`config.mk`:
```
export PLATFORM = sky130hd
export DESIGN_NAME = scr_regs
export DESIGN_NICKNAME = d
export VERILOG_FILES = /design/src/include/scr_pkg.sv /design/src/rtl/scr_regs.sv
export VERILOG_INCLUDE_DIRS = /design/src /design/src/include
export SDC_FILE = /design/constraint.sdc
export NUM_CORES = 1
export LEC_CHECK = 0
export ABC_CLOCK_PERIOD_IN_PS = 5100
export CAP_MARGIN = 25
export CORE_MARGIN = 5
export CORE_UTILIZATION = 41
export CTS_CLUSTER_SIZE = 25
export DETAILED_ROUTE_END_ITERATION = 12
export DONT_BUFFER_PORTS = 1
export GPL_ROUTABILITY_DRIVEN = 0
export GPL_TIMING_DRIVEN = 1
export HOLD_SLACK_MARGIN = 0.05
export SYNTH_ARGS = -nofsm -noshare
export SYNTH_HDL_FRONTEND = slang
export SYNTH_SLANG_ARGS = --single-unit
```
`constraint.sdc`:
```
create_clock -name clk_sys_i -period 5.1 [get_ports clk_sys_i]
set_input_delay 0.51 -clock clk_sys_i [delete_from_list [all_inputs] [get_ports clk_sys_i]]
set_output_delay 0.51 -clock clk_sys_i [all_outputs]
set_load 0.05 [all_outputs]
```
`src/include/scr_map.svh`:
```
// Register offsets, field positions, reset values and rates of the control registers
`ifndef SCR_MAP_SVH
`define SCR_MAP_SVH

// Register byte offsets inside the register window
`define SCR_OFS_HALT 8'h60
`define SCR_OFS_DMASTAT 8'h70
`define SCR_OFS_DSPCTL 8'h80
`define SCR_OFS_DSPPROG 8'h84
`define SCR_OFS_DSPPTR 8'h88
`define SCR_OFS_DSPDATA 8'h8c
`define SCR_OFS_T0CMP 8'h90
`define SCR_OFS_T1RLD 8'h94
`define SCR_OFS_T1MODE 8'h98
`define SCR_OFS_MASK 8'ha0
`define SCR_OFS_PEND 8'ha4
`define SCR_OFS_ACK 8'ha8
`define SCR_OFS_SET0 8'hb0
`define SCR_OFS_SET1 8'hb4
`define SCR_OFS_REFR 8'hb8

// Forced halt command bit
`define SCR_HALT_BIT 0

// Transfer condition fields
`define SCR_ST_DSP_ACT 0
`define SCR_ST_DSP_STBY 1
`define SCR_ST_L0_ACT 4
`define SCR_ST_L0_STBY 5
`define SCR_ST_L1_ACT 8
`define SCR_ST_L1_STBY 9
`define SCR_ST_L2_ACT 12
`define SCR_ST_L2_STBY 13
`define SCR_ST_L0_INTR 16
`define SCR_ST_L1_INTR 17
`define SCR_ST_ABUS 20
`define SCR_ST_BBUS 21
`define SCR_ST_DSPBUS 22

// Program control fields
`define SCR_DSP_PC_LSB 0
`define SCR_DSP_LOAD 15
`define SCR_DSP_EXEC 16
`define SCR_DSP_STEP 17
`define SCR_DSP_END 18
`define SCR_DSP_OVF 19
`define SCR_DSP_CARRY 20
`define SCR_DSP_ZERO 21
`define SCR_DSP_SIGN 22
`define SCR_DSP_DBUS 23
`define SCR_DSP_PAUSE 25
`define SCR_DSP_RESUME 26

// Line timer mode fields
`define SCR_T1_ON 0
`define SCR_T1_SEL 8

// Refresh fields
`define SCR_REFR_WAIT_LSB 0
`define SCR_REFR_EN 4
`define SCR_REFR_W 5

// Acknowledge enable bit
`define SCR_ACK_BIT 0

// Space settings: two spaces per 32-bit word, one half word each
`define SCR_SPACE_W 15
`define SCR_SPACE_LO 0
`define SCR_SPACE_HI 16
`define SCR_SET_RMASK 32'h7fff7fff

// Pending bits owned by the two timers
`define SCR_IRQ_T0 3
`define SCR_IRQ_T1 4

// Reset values
`define SCR_MASK_RST 14'h3fff

// Clock and line timer rates in kHz
`define SCR_CLK_KHZ 25000
`define SCR_T1_KHZ 7000

`endif

```
`src/include/scr_pkg.sv`:
```
// Types shared by the control register block and its neighbours
package scr_pkg;

  // Live condition of the transfer engine
  typedef struct packed {
    logic [2:0] lvl_standby;
    logic [2:0] lvl_active;
    logic dsp_standby;
    logic dsp_active;
    logic dsp_bus;
    logic b_bus;
    logic a_bus;
    logic [1:0] lvl_intr;
  } scr_dma_state_t;

  // Flags reported by the signal processor core
  typedef struct packed {
    logic end_irq;
    logic dma_bus;
    logic sign;
    logic zero;
    logic carry;
    logic ovf;
  } scr_dsp_flags_t;

  // Commands to the signal processor core
  typedef struct packed {
    logic run;
    logic step;
    logic load;
    logic pause;
    logic resume;
    logic [7:0] pc;
  } scr_dsp_cmd_t;

  // Memory write toward the signal processor
  typedef struct packed {
    logic prog_we;
    logic data_we;
    logic [31:0] wdata;
  } scr_dsp_wr_t;

  // Settings of one external bus space
  typedef struct packed {
    logic read_ahead;
    logic pre_wr;
    logic pre_rd;
    logic ext_wait;
    logic [3:0] burst_wait;
    logic [3:0] single_wait;
    logic [1:0] burst_len;
    logic bus8;
  } scr_space_cfg_t;

endpackage

```
`src/rtl/scr_regs.sv`:
```
// Control and status register bank of the system controller
`timescale 1ns/1ns
`default_nettype none
`include "scr_map.svh"

// Operation
// - Halt bit stops transfers at once
// - Halted transfers stay unusable until reset
// - Standby and active flags per level
// - Flags for DSP, B and A bus access
// - Interrupted flags for levels 0 and 1
// - Program port: addresses and core flags
// - Execute, step and counter load bits
// - Pause and resume commands, zero ignored
// - Program words go to program memory
// - Pointer holds the data memory address
// - Data port writes and reads memory
// - Frame timer interrupts on compare match
// - Line timer reloads, counts 7 MHz, fires
// - Operation bit enables, selects timing
// - Mask bit one suppresses that interrupt
// - Pending read shows occurred sources
// - Writing zero clears, one keeps
// - Acknowledge enable bit, read and write
// - Per-space enable bits, one enables
// - Per-space wait counts and burst length
// - Bus width bit, one means 8-bit
// - Refresh output enable and wait count
module scr_regs #(
  parameter int NIRQ = 14,
  parameter int T0_W = 10,
  parameter int T1_W = 9,
  parameter int PTR_W = 8,
  parameter int CLK_KHZ = `SCR_CLK_KHZ,
  parameter int T1_KHZ = `SCR_T1_KHZ
) (
  input wire logic clk_sys_i,
  input wire logic rst_n_i,
  input wire logic [7:0] addr_i,
  input wire logic [31:0] wdata_i,
  input wire logic wr_i,
  input wire logic rd_i,
  output logic [31:0] rdata_o,
  input wire scr_pkg::scr_dma_state_t dma_state_i,
  output logic dma_halt_o,
  input wire scr_pkg::scr_dsp_flags_t dsp_flags_i,
  input wire logic [31:0] dsp_rdata_i,
  output scr_pkg::scr_dsp_cmd_t dsp_cmd_o,
  output scr_pkg::scr_dsp_wr_t dsp_wr_o,
  output logic [PTR_W-1:0] dsp_ptr_o,
  input wire logic vblank_in_i,
  input wire logic hblank_in_i,
  input wire logic [NIRQ-1:0] irq_src_i,
  output logic irq_o,
  output logic ack_en_o,
  output scr_pkg::scr_space_cfg_t [3:0] space_cfg_o,
  output logic refresh_en_o,
  output logic [3:0] refresh_wait_o
);

  // Elaboration checks on the parameters
  initial begin
    if (NIRQ != 14) $error("scr_regs: NIRQ must be 14");
    if (T0_W < 1 || T0_W > 16) $error("scr_regs: T0_W out of range");
    if (T1_W < 1 || T1_W > 16) $error("scr_regs: T1_W out of range");
    if (PTR_W < 1 || PTR_W > 32) $error("scr_regs: PTR_W out of range");
    if (T1_KHZ >= CLK_KHZ || T1_KHZ < 1) $error("scr_regs: T1_KHZ must be below CLK_KHZ");
  end

  // Accumulator holds the clock rate plus one step without wrapping early
  localparam int ACC_W = $clog2(CLK_KHZ + 1) + 1;
  localparam logic [ACC_W-1:0] ACC_STEP = ACC_W'(T1_KHZ);
  localparam logic [ACC_W-1:0] ACC_WRAP = ACC_W'(CLK_KHZ);

  // One-hot write select for a register offset
  function automatic logic hit(input logic [7:0] a, input logic [7:0] ofs);
    hit = (a == ofs);
  endfunction

  // Write decode
  wire wr_halt = wr_i && hit(addr_i, `SCR_OFS_HALT);
  wire wr_dspctl = wr_i && hit(addr_i, `SCR_OFS_DSPCTL);
  wire wr_prog = wr_i && hit(addr_i, `SCR_OFS_DSPPROG);
  wire wr_ptr = wr_i && hit(addr_i, `SCR_OFS_DSPPTR);
  wire wr_data = wr_i && hit(addr_i, `SCR_OFS_DSPDATA);
  wire wr_t0 = wr_i && hit(addr_i, `SCR_OFS_T0CMP);
  wire wr_t1 = wr_i && hit(addr_i, `SCR_OFS_T1RLD);
  wire wr_mode = wr_i && hit(addr_i, `SCR_OFS_T1MODE);
  wire wr_mask = wr_i && hit(addr_i, `SCR_OFS_MASK);
  wire wr_pend = wr_i && hit(addr_i, `SCR_OFS_PEND);
  wire wr_ack = wr_i && hit(addr_i, `SCR_OFS_ACK);
  wire wr_set0 = wr_i && hit(addr_i, `SCR_OFS_SET0);
  wire wr_set1 = wr_i && hit(addr_i, `SCR_OFS_SET1);
  wire wr_refr = wr_i && hit(addr_i, `SCR_OFS_REFR);

  // Software-held state
  logic halted; // Sticky, only reset revives the engine
  logic [T0_W-1:0] t0_cmp;
  logic [T1_W-1:0] t1_rld;
  logic t1_on;
  logic t1_sel;
  logic [NIRQ-1:0] mask;
  logic [NIRQ-1:0] pend;
  logic [PTR_W-1:0] ptr;
  logic ack_en;
  logic [31:0] set0;
  logic [31:0] set1;
  logic [`SCR_REFR_W-1:0] refr; // Enable above the wait count

  // Timer state
  logic [T0_W-1:0] t0_cnt; // Lines since frame start
  logic [T1_W-1:0] t1_cnt;
  logic t1_armed; // One shot per line
  logic [ACC_W-1:0] acc; // Fractional 7 MHz divider
  logic tick;

  // Forced halt, sticky so the engine stays dead
  always_ff @(posedge clk_sys_i or negedge rst_n_i) begin
    if (!rst_n_i) begin
      halted <= 1'b0;
    end else if (wr_halt && wdata_i[`SCR_HALT_BIT]) begin
      halted <= 1'b1;
    end
  end

  // Transfer halt output mirrors the sticky flag
  always_ff @(posedge clk_sys_i or negedge rst_n_i) begin
    if (!rst_n_i) begin
      dma_halt_o <= 1'b0;
    end else begin
      dma_halt_o <= halted || (wr_halt && wdata_i[`SCR_HALT_BIT]);
    end
  end

  // Processor commands, single-cycle pulses except run and pc
  wire scr_pkg::scr_dsp_cmd_t next_cmd = '{
    run: wr_dspctl ? wdata_i[`SCR_DSP_EXEC] : dsp_cmd_o.run,
    step: wr_dspctl && wdata_i[`SCR_DSP_STEP],
    load: wr_dspctl && wdata_i[`SCR_DSP_LOAD],
    pause: wr_dspctl && wdata_i[`SCR_DSP_PAUSE],
    resume: wr_dspctl && wdata_i[`SCR_DSP_RESUME],
    pc: wr_dspctl && wdata_i[`SCR_DSP_LOAD] ? wdata_i[`SCR_DSP_PC_LSB +: 8] : dsp_cmd_o.pc
  };

  // Command register toward the core
  always_ff @(posedge clk_sys_i or negedge rst_n_i) begin
    if (!rst_n_i) begin
      dsp_cmd_o <= '0;
    end else begin
      dsp_cmd_o <= next_cmd;
    end
  end

  // Memory write pulses with their data
  always_ff @(posedge clk_sys_i or negedge rst_n_i) begin
    if (!rst_n_i) begin
      dsp_wr_o <= '0;
    end else begin
      dsp_wr_o.prog_we <= wr_prog;
      dsp_wr_o.data_we <= wr_data;
      if (wr_prog || wr_data) begin
        dsp_wr_o.wdata <= wdata_i;
      end
    end
  end

  // Data memory pointer, steady across the following data access
  always_ff @(posedge clk_sys_i or negedge rst_n_i) begin
    if (!rst_n_i) begin
      ptr <= '0;
    end else if (wr_ptr) begin
      ptr <= wdata_i[PTR_W-1:0];
    end
  end

  // Plain settings registers
  always_ff @(posedge clk_sys_i or negedge rst_n_i) begin
    if (!rst_n_i) begin
      t0_cmp <= '0;
      t1_rld <= '0;
      t1_on <= 1'b0;
      t1_sel <= 1'b0;
      mask <= `SCR_MASK_RST;
      ack_en <= 1'b0;
      set0 <= '0;
      set1 <= '0;
      refr <= '0;
    end else begin
      if (wr_t0) t0_cmp <= wdata_i[T0_W-1:0];
      if (wr_t1) t1_rld <= wdata_i[T1_W-1:0];
      if (wr_mode) begin
        t1_on <= wdata_i[`SCR_T1_ON];
        t1_sel <= wdata_i[`SCR_T1_SEL];
      end
      if (wr_mask) mask <= wdata_i[NIRQ-1:0];
      if (wr_ack) ack_en <= wdata_i[`SCR_ACK_BIT];
      if (wr_set0) set0 <= wdata_i;
      if (wr_set1) set1 <= wdata_i;
      if (wr_refr) refr <= wdata_i[`SCR_REFR_W-1:0];
    end
  end

  // Settings outputs, each space takes one half word
  always_ff @(posedge clk_sys_i or negedge rst_n_i) begin
    if (!rst_n_i) begin
      space_cfg_o <= '0;
      ack_en_o <= 1'b0;
      refresh_en_o <= 1'b0;
      refresh_wait_o <= '0;
    end else begin
      // Top bit of each half word is unused and never reaches a space
      space_cfg_o[0] <= set0[`SCR_SPACE_LO +: `SCR_SPACE_W];
      space_cfg_o[1] <= set0[`SCR_SPACE_HI +: `SCR_SPACE_W];
      space_cfg_o[2] <= set1[`SCR_SPACE_LO +: `SCR_SPACE_W];
      space_cfg_o[3] <= set1[`SCR_SPACE_HI +: `SCR_SPACE_W];
      ack_en_o <= ack_en;
      refresh_en_o <= refr[`SCR_REFR_EN];
      refresh_wait_o <= refr[`SCR_REFR_WAIT_LSB +: 4];
    end
  end

  // Frame timer counts lines and restarts at vertical blank start
  wire t0_match = (t0_cnt == t0_cmp);
  wire t0_event = hblank_in_i && t0_match;
  always_ff @(posedge clk_sys_i or negedge rst_n_i) begin
    if (!rst_n_i) begin
      t0_cnt <= '0;
    end else if (vblank_in_i) begin
      t0_cnt <= '0;
    end else if (hblank_in_i) begin
      t0_cnt <= t0_cnt + 1'b1;
    end
  end

  // 7 MHz enable from the 25 MHz clock; jitter of one cycle is accepted
  wire [ACC_W-1:0] acc_sum = acc + ACC_STEP;
  wire acc_wrap = (acc_sum >= ACC_WRAP);
  always_ff @(posedge clk_sys_i or negedge rst_n_i) begin
    if (!rst_n_i) begin
      acc <= '0;
      tick <= 1'b0;
    end else begin
      acc <= acc_wrap ? acc_sum - ACC_WRAP : acc_sum;
      tick <= acc_wrap;
    end
  end

  // Line timer fires at zero; select bit limits it to the compare line
  wire t1_zero = tick && t1_armed && (t1_cnt == '0);
  wire t1_line_ok = !t1_sel || t0_match;
  wire t1_event = t1_on && t1_zero && t1_line_ok;
  always_ff @(posedge clk_sys_i or negedge rst_n_i) begin
    if (!rst_n_i) begin
      t1_cnt <= '0;
      t1_armed <= 1'b0;
    end else if (!t1_on) begin
      t1_armed <= 1'b0;
    end else if (hblank_in_i) begin
      t1_cnt <= t1_rld;
      t1_armed <= 1'b1;
    end else if (tick && t1_armed) begin
      if (t1_cnt == '0) begin
        t1_armed <= 1'b0;
      end else begin
        t1_cnt <= t1_cnt - 1'b1;
      end
    end
  end

  // Pending flags: events set, written zero clears, set wins
  logic [NIRQ-1:0] events;
  always_comb begin
    events = irq_src_i;
    events[`SCR_IRQ_T0] = irq_src_i[`SCR_IRQ_T0] || t0_event;
    events[`SCR_IRQ_T1] = irq_src_i[`SCR_IRQ_T1] || t1_event;
  end
  wire [NIRQ-1:0] keep = wr_pend ? wdata_i[NIRQ-1:0] : {NIRQ{1'b1}};
  wire [NIRQ-1:0] next_pend = (pend & keep) | events;
  always_ff @(posedge clk_sys_i or negedge rst_n_i) begin
    if (!rst_n_i) begin
      pend <= '0;
      irq_o <= 1'b0;
    end else begin
      pend <= next_pend;
      irq_o <= |(next_pend & ~mask);
    end
  end

  // Pointer output
  always_ff @(posedge clk_sys_i or negedge rst_n_i) begin
    if (!rst_n_i) begin
      dsp_ptr_o <= '0;
    end else begin
      dsp_ptr_o <= wr_ptr ? wdata_i[PTR_W-1:0] : ptr;
    end
  end

  // Transfer condition word
  logic [31:0] st_word;
  always_comb begin
    st_word = '0;
    st_word[`SCR_ST_DSP_ACT] = dma_state_i.dsp_active;
    st_word[`SCR_ST_DSP_STBY] = dma_state_i.dsp_standby;
    st_word[`SCR_ST_L0_ACT] = dma_state_i.lvl_active[0];
    st_word[`SCR_ST_L0_STBY] = dma_state_i.lvl_standby[0];
    st_word[`SCR_ST_L1_ACT] = dma_state_i.lvl_active[1];
    st_word[`SCR_ST_L1_STBY] = dma_state_i.lvl_standby[1];
    st_word[`SCR_ST_L2_ACT] = dma_state_i.lvl_active[2];
    st_word[`SCR_ST_L2_STBY] = dma_state_i.lvl_standby[2];
    st_word[`SCR_ST_L0_INTR] = dma_state_i.lvl_intr[0];
    st_word[`SCR_ST_L1_INTR] = dma_state_i.lvl_intr[1];
    st_word[`SCR_ST_ABUS] = dma_state_i.a_bus;
    st_word[`SCR_ST_BBUS] = dma_state_i.b_bus;
    st_word[`SCR_ST_DSPBUS] = dma_state_i.dsp_bus;
  end

  // Program control read word with live core flags
  logic [31:0] ctl_word;
  always_comb begin
    ctl_word = '0;
    ctl_word[`SCR_DSP_PC_LSB +: 8] = dsp_cmd_o.pc;
    ctl_word[`SCR_DSP_EXEC] = dsp_cmd_o.run;
    ctl_word[`SCR_DSP_END] = dsp_flags_i.end_irq;
    ctl_word[`SCR_DSP_OVF] = dsp_flags_i.ovf;
    ctl_word[`SCR_DSP_CARRY] = dsp_flags_i.carry;
    ctl_word[`SCR_DSP_ZERO] = dsp_flags_i.zero;
    ctl_word[`SCR_DSP_SIGN] = dsp_flags_i.sign;
    ctl_word[`SCR_DSP_DBUS] = dsp_flags_i.dma_bus;
  end

  // Mode and acknowledge read words; unused bits read zero
  logic [31:0] mode_word;
  logic [31:0] ack_word;
  always_comb begin
    mode_word = '0;
    mode_word[`SCR_T1_ON] = t1_on;
    mode_word[`SCR_T1_SEL] = t1_sel;
    ack_word = '0;
    ack_word[`SCR_ACK_BIT] = ack_en;
  end

  // Read multiplexer; write-only and unmapped offsets read zero
  logic [31:0] rd_mux;
  always_comb begin
    unique case (addr_i)
      `SCR_OFS_DMASTAT: rd_mux = st_word;
      `SCR_OFS_DSPCTL: rd_mux = ctl_word;
      `SCR_OFS_DSPPTR: rd_mux = 32'(ptr);
      `SCR_OFS_DSPDATA: rd_mux = dsp_rdata_i;
      `SCR_OFS_T0CMP: rd_mux = 32'(t0_cmp);
      `SCR_OFS_T1RLD: rd_mux = 32'(t1_rld);
      `SCR_OFS_T1MODE: rd_mux = mode_word;
      `SCR_OFS_MASK: rd_mux = 32'(mask);
      `SCR_OFS_PEND: rd_mux = 32'(pend);
      `SCR_OFS_ACK: rd_mux = ack_word;
      `SCR_OFS_SET0: rd_mux = set0 & `SCR_SET_RMASK;
      `SCR_OFS_SET1: rd_mux = set1 & `SCR_SET_RMASK;
      `SCR_OFS_REFR: rd_mux = 32'(refr);
      default: rd_mux = 32'h0;
    endcase
  end

  // Read data stands only in the cycle after the strobe
  always_ff @(posedge clk_sys_i or negedge rst_n_i) begin
    if (!rst_n_i) begin
      rdata_o <= '0;
    end else begin
      rdata_o <= rd_i ? rd_mux : 32'h0;
    end
  end

endmodule // scr_regs

`default_nettype wire

```
==> key figures <==
Worst setup path
  – Worst setup path class: register to register
  – Worst setup startpoint: acc[3]
  – Arrival time at the worst endpoint: 3.36 ns
  – Sum of buffers and inverters on the critical path: 1
  – Crit path max fanout: 10
  – Crit-path leading delay family: compound AO/OA/AOI/OAI gates
  – Worst path max stage delay: 0.55 ns
  – Sort of element at the end of the critical path: register
  – Master of the slowest instance on the critical path: dfrtp_1
  – Nature of the critical path startpoint: register
  – Chain of cells forming the critical path: inv_1 > ha_1 > nand2b_4 > a21oi_1 > xor2_1 > o211a_1 > a21o_1 > a21oi_1 > xor2_1
  – Crit path required time: 5.49 ns
  – Launch instance of the worst register-to-register path: acc[3]

GRT
  – Combined global-route utilization of all metal layers: 0.204
  – Pin count of the biggest net entering global routing: 306
  – Initial antenna violation count: 9
  – Wire length of the first global-routing pass: 55.4 mm
  – Number of global-route vias before repair: 8434
  – Residual overflow from global routing: 0

STA
  – Unrepaired setup endpoints after global routing: false
  – Min cycle time layout: 2.97 ns
  – Worst-case clock skew: 0.0276 ns
  – Max-Slew Margin vs Limit: 0.302
  – Maximum clock rate: 337 MHz
  – Number of endpoints with negative hold slack in the final report: 302
  – Final-report max-slew violation count: 0
  – Min Hold Slack: -0.304 ns
  – Final cycle utilization of the critical path: 0.582
  – Transition time at the pin with the least slew margin: 1.04 ns
  – Total Negative Setup Slacks: 0 ns
  – Final Setup Violations: 0

Route
  – Vias per cell: 5.90
  – Final wirelength: 36.9 mm
  – Total DRC errors in the routed layout: 0
  – Detailed Route Iter0 Violations: 814
  – Antenna-violating nets left: 0
  – Vias: 8356
  – First-pass iteration count of the detailed router: 6
  – Post-DR wirelength/cell: 26.1 microns

Layout
  – Final instance count without filler cells: 1416
  – Final net count: 1105
  – Filler cell count: 2838
  – Fraction of final layout cells sized beyond drive strength 1: 0.251
  – Core Util, Final: 0.459
  – Area Overhead vs Synth: 10.9%

Synthesis
  – Number of flops mapped to enable cells by yosys: 0
  – Sequential-to-total area share from yosys stat: 0.588
  – Number of distinct library cells after synthesis: 79
  – Total of warnings raised by yosys: 0
  – Post-Syn Instances: 998
  – Share of async-settable or async-resettable flops after synthesis: 1.00
  – Yosys reg bits: 305
  – Commonest register cell after synthesis: dfrtp_1
  – Post-Syn Area: 0.0130 sq mm
  – Net Count, Synth: 1115
  – Average instance area after synthesis: 13.0 sq um

Clocking
  – CTS tree: done
  – Clock network latency to the later pin of the worst-skew pair: 0.53 ns
  – CTS H-Tree Depth: 2
  – Hold bufs inserted after CTS: 1
  – Clock buffer count from CTS: 34
  – Total setup buffers inserted after CTS: 0
  – Library cell used as clock root buffer: clkbuf_16
  – Number of sinks on the clock net: 305
  – Clock transition at the registers of the reported paths: 0.06 ns
  – Max clock buf depth: 3
  – Total of cells resized after clock tree synthesis: 0

Floorplanning
  – Die width: 188 microns
  – Die area: 0.0354 sq mm
  – Number of placed I/O pins: 266
  – Starting density of the core: 0.414
  – Core outline area: 0.0314 sq mm
  – Number of placement rows: 65
  – Vertical die dimension: 188 microns

Flow run
  – Total of max-cap violations: 0

Placed design
  – Final HPWL from detailed placement: 25.7 mm
  – Cell count after placement: 1351
  – Port bufs: 0

Outcome
  – Violations in the final reports: negative hold slack
  – Outcome: finished, violations left

Power and ir drop
  – Power density normalized to cell area: 374 mW/mm^2
  – Total design power: 5390 uW
  – Leak Pwr: 0.00659 uW
  – Max rail drop VDD: 0.000249 V

Hold path
  – Class of the worst hold path: primary input to async pin
==> layout by cell type (no fill, tap or decap), types with 5 or more instances in the layout <==
cell type	instances
inv_1	23
nor3_1	14
o21ai_1	10
nand4_1	6
xnor2_1	26
a22oi_1	26
nand2b_1	16
ha_1	6
nor2_1	48
nand3_1	23
o22ai_1	8
mux2_2	112
clkbuf_1	6
nand2_1	40
clkbuf_16	34
clkinv_2	6
a22o_1	7
xor2_1	13
mux2_4	40
buf_4	7
a31oi_1	8
a21oi_1	46
o21ai_0	29
dfstp_2	14
a222oi_1	30
and3_1	9
dfrtp_1	291
diode_2	5
nor2b_1	11
==> cell usage after synthesis (6+ instances only) <==
cell	number	area (sq um)
buf_4	7	52.6
o21ai_0	29	145
a222oi_1	30	300
clkbuf_1	20	75.1
mux2_2	112	1260
xnor2_1	26	228
nor3_1	15	75.1
dfstp_2	14	368
a22oi_1	26	195
nand3_1	23	115
nand4_1	6	37.5
o21ai_1	10	50.1
a22o_1	7	61.3
nor2b_1	11	68.8
buf_2	18	90.1
a31oi_1	8	50.1
nand2_1	41	154
nand2b_1	16	100
nor2_1	48	180
o22ai_1	8	50.1
and3_1	10	62.6
a21oi_1	46	230
ha_1	6	75.1
mux2_4	40	601
buf_6	7	78.8
dfrtp_1	291	7280
inv_1	23	86.3
xor2_1	13	114
==> per-stage QoR <==
stage / cell area (sq um) / worst slack (ns)
6_report: 14400 / 2.13
4_1_cts: 14400 / 2.13
3_3_place_gp: 13200 / 1.56
2_1_floorplan: 13000 / 2.76
3_5_place_dp: 13300 / 1.69
5_1_grt: 14400 / 1.93
==> cell families (layout without fill, tap and decap cells) <==
kind of cell,Yosys count,in the layout,synth area share
flops,305,305,0.588
fa+ha+maj,6,6,0.00577
compound gates,205,205,0.113
other cells,0,5,0
xor+xnor,39,39,0.0263
mux,156,156,0.146
simple gates,208,208,0.0897
buf+inv,79,90,0.0306
==> metal layers <==
layer	GRT usage	routed length [microns]	vias up
met5	0	67	-
met4	0.0740	1050	12
met3	0.0698	3470	74
met2	0.311	16800	348
met1	0.271	15500	4305
li1	-	-	3617
==> worst paths after layout <==
path / endpoint / slack (ns) / depth (start not counted)
min in group clk_sys_i: t0_cnt[3] / 0.07 / 1
worst max-delay path: acc[7] / 2.13 / 9
worst min register to register: space_cfg_o[56] / 0.40 / 0
worst max register to register: acc[7] / 2.13 / 9
max in group asynchronous: mask[9] / 5.07 / 0
worst min-delay path: rdata_o[2] / -0.30 / 0
==> sequential cells by signal (all words and copies together), names as in the netlist, 10 cells and up <==
register     flops
acc             13
dsp_cmd_o       13
dsp_wr_o        34
mask            14
pend            14
rdata_o         32
set0            30
set1            30
space_cfg_o     60
t0_cmp          10
t0_cnt          10
==> area by class of cell <==
class / instances / area [sq um] / area share
clock inverter: 15 / 210 / 0.0146
antenna: 5 / 12.5 / 0.000868
clock buffer: 42 / 901 / 0.0625
multi-input combinational: 614 / 4960 / 0.344
inverter: 23 / 86.3 / 0.00599
sequential: 305 / 7650 / 0.530
timing repair buffer: 10 / 95.1 / 0.00659
tap: 402 / 503 / 0.0349
==> power by group <==
part           switching (uW)  internal, uW
clock network             998          1430
logic                    73.0           102
registers                 273          2520
==> worst reg2reg max path, stage by stage, from the launching register on <==
cell,delay (ns)
dfrtp_1,0.55
inv_1,0.16
ha_1,0.38
nand2b_4,0.22
a21oi_1,0.17
xor2_1,0.36
o211a_1,0.29
a21o_1,0.39
a21oi_1,0.15
xor2_1,0.18
Power figures use the tool's default switching activity.
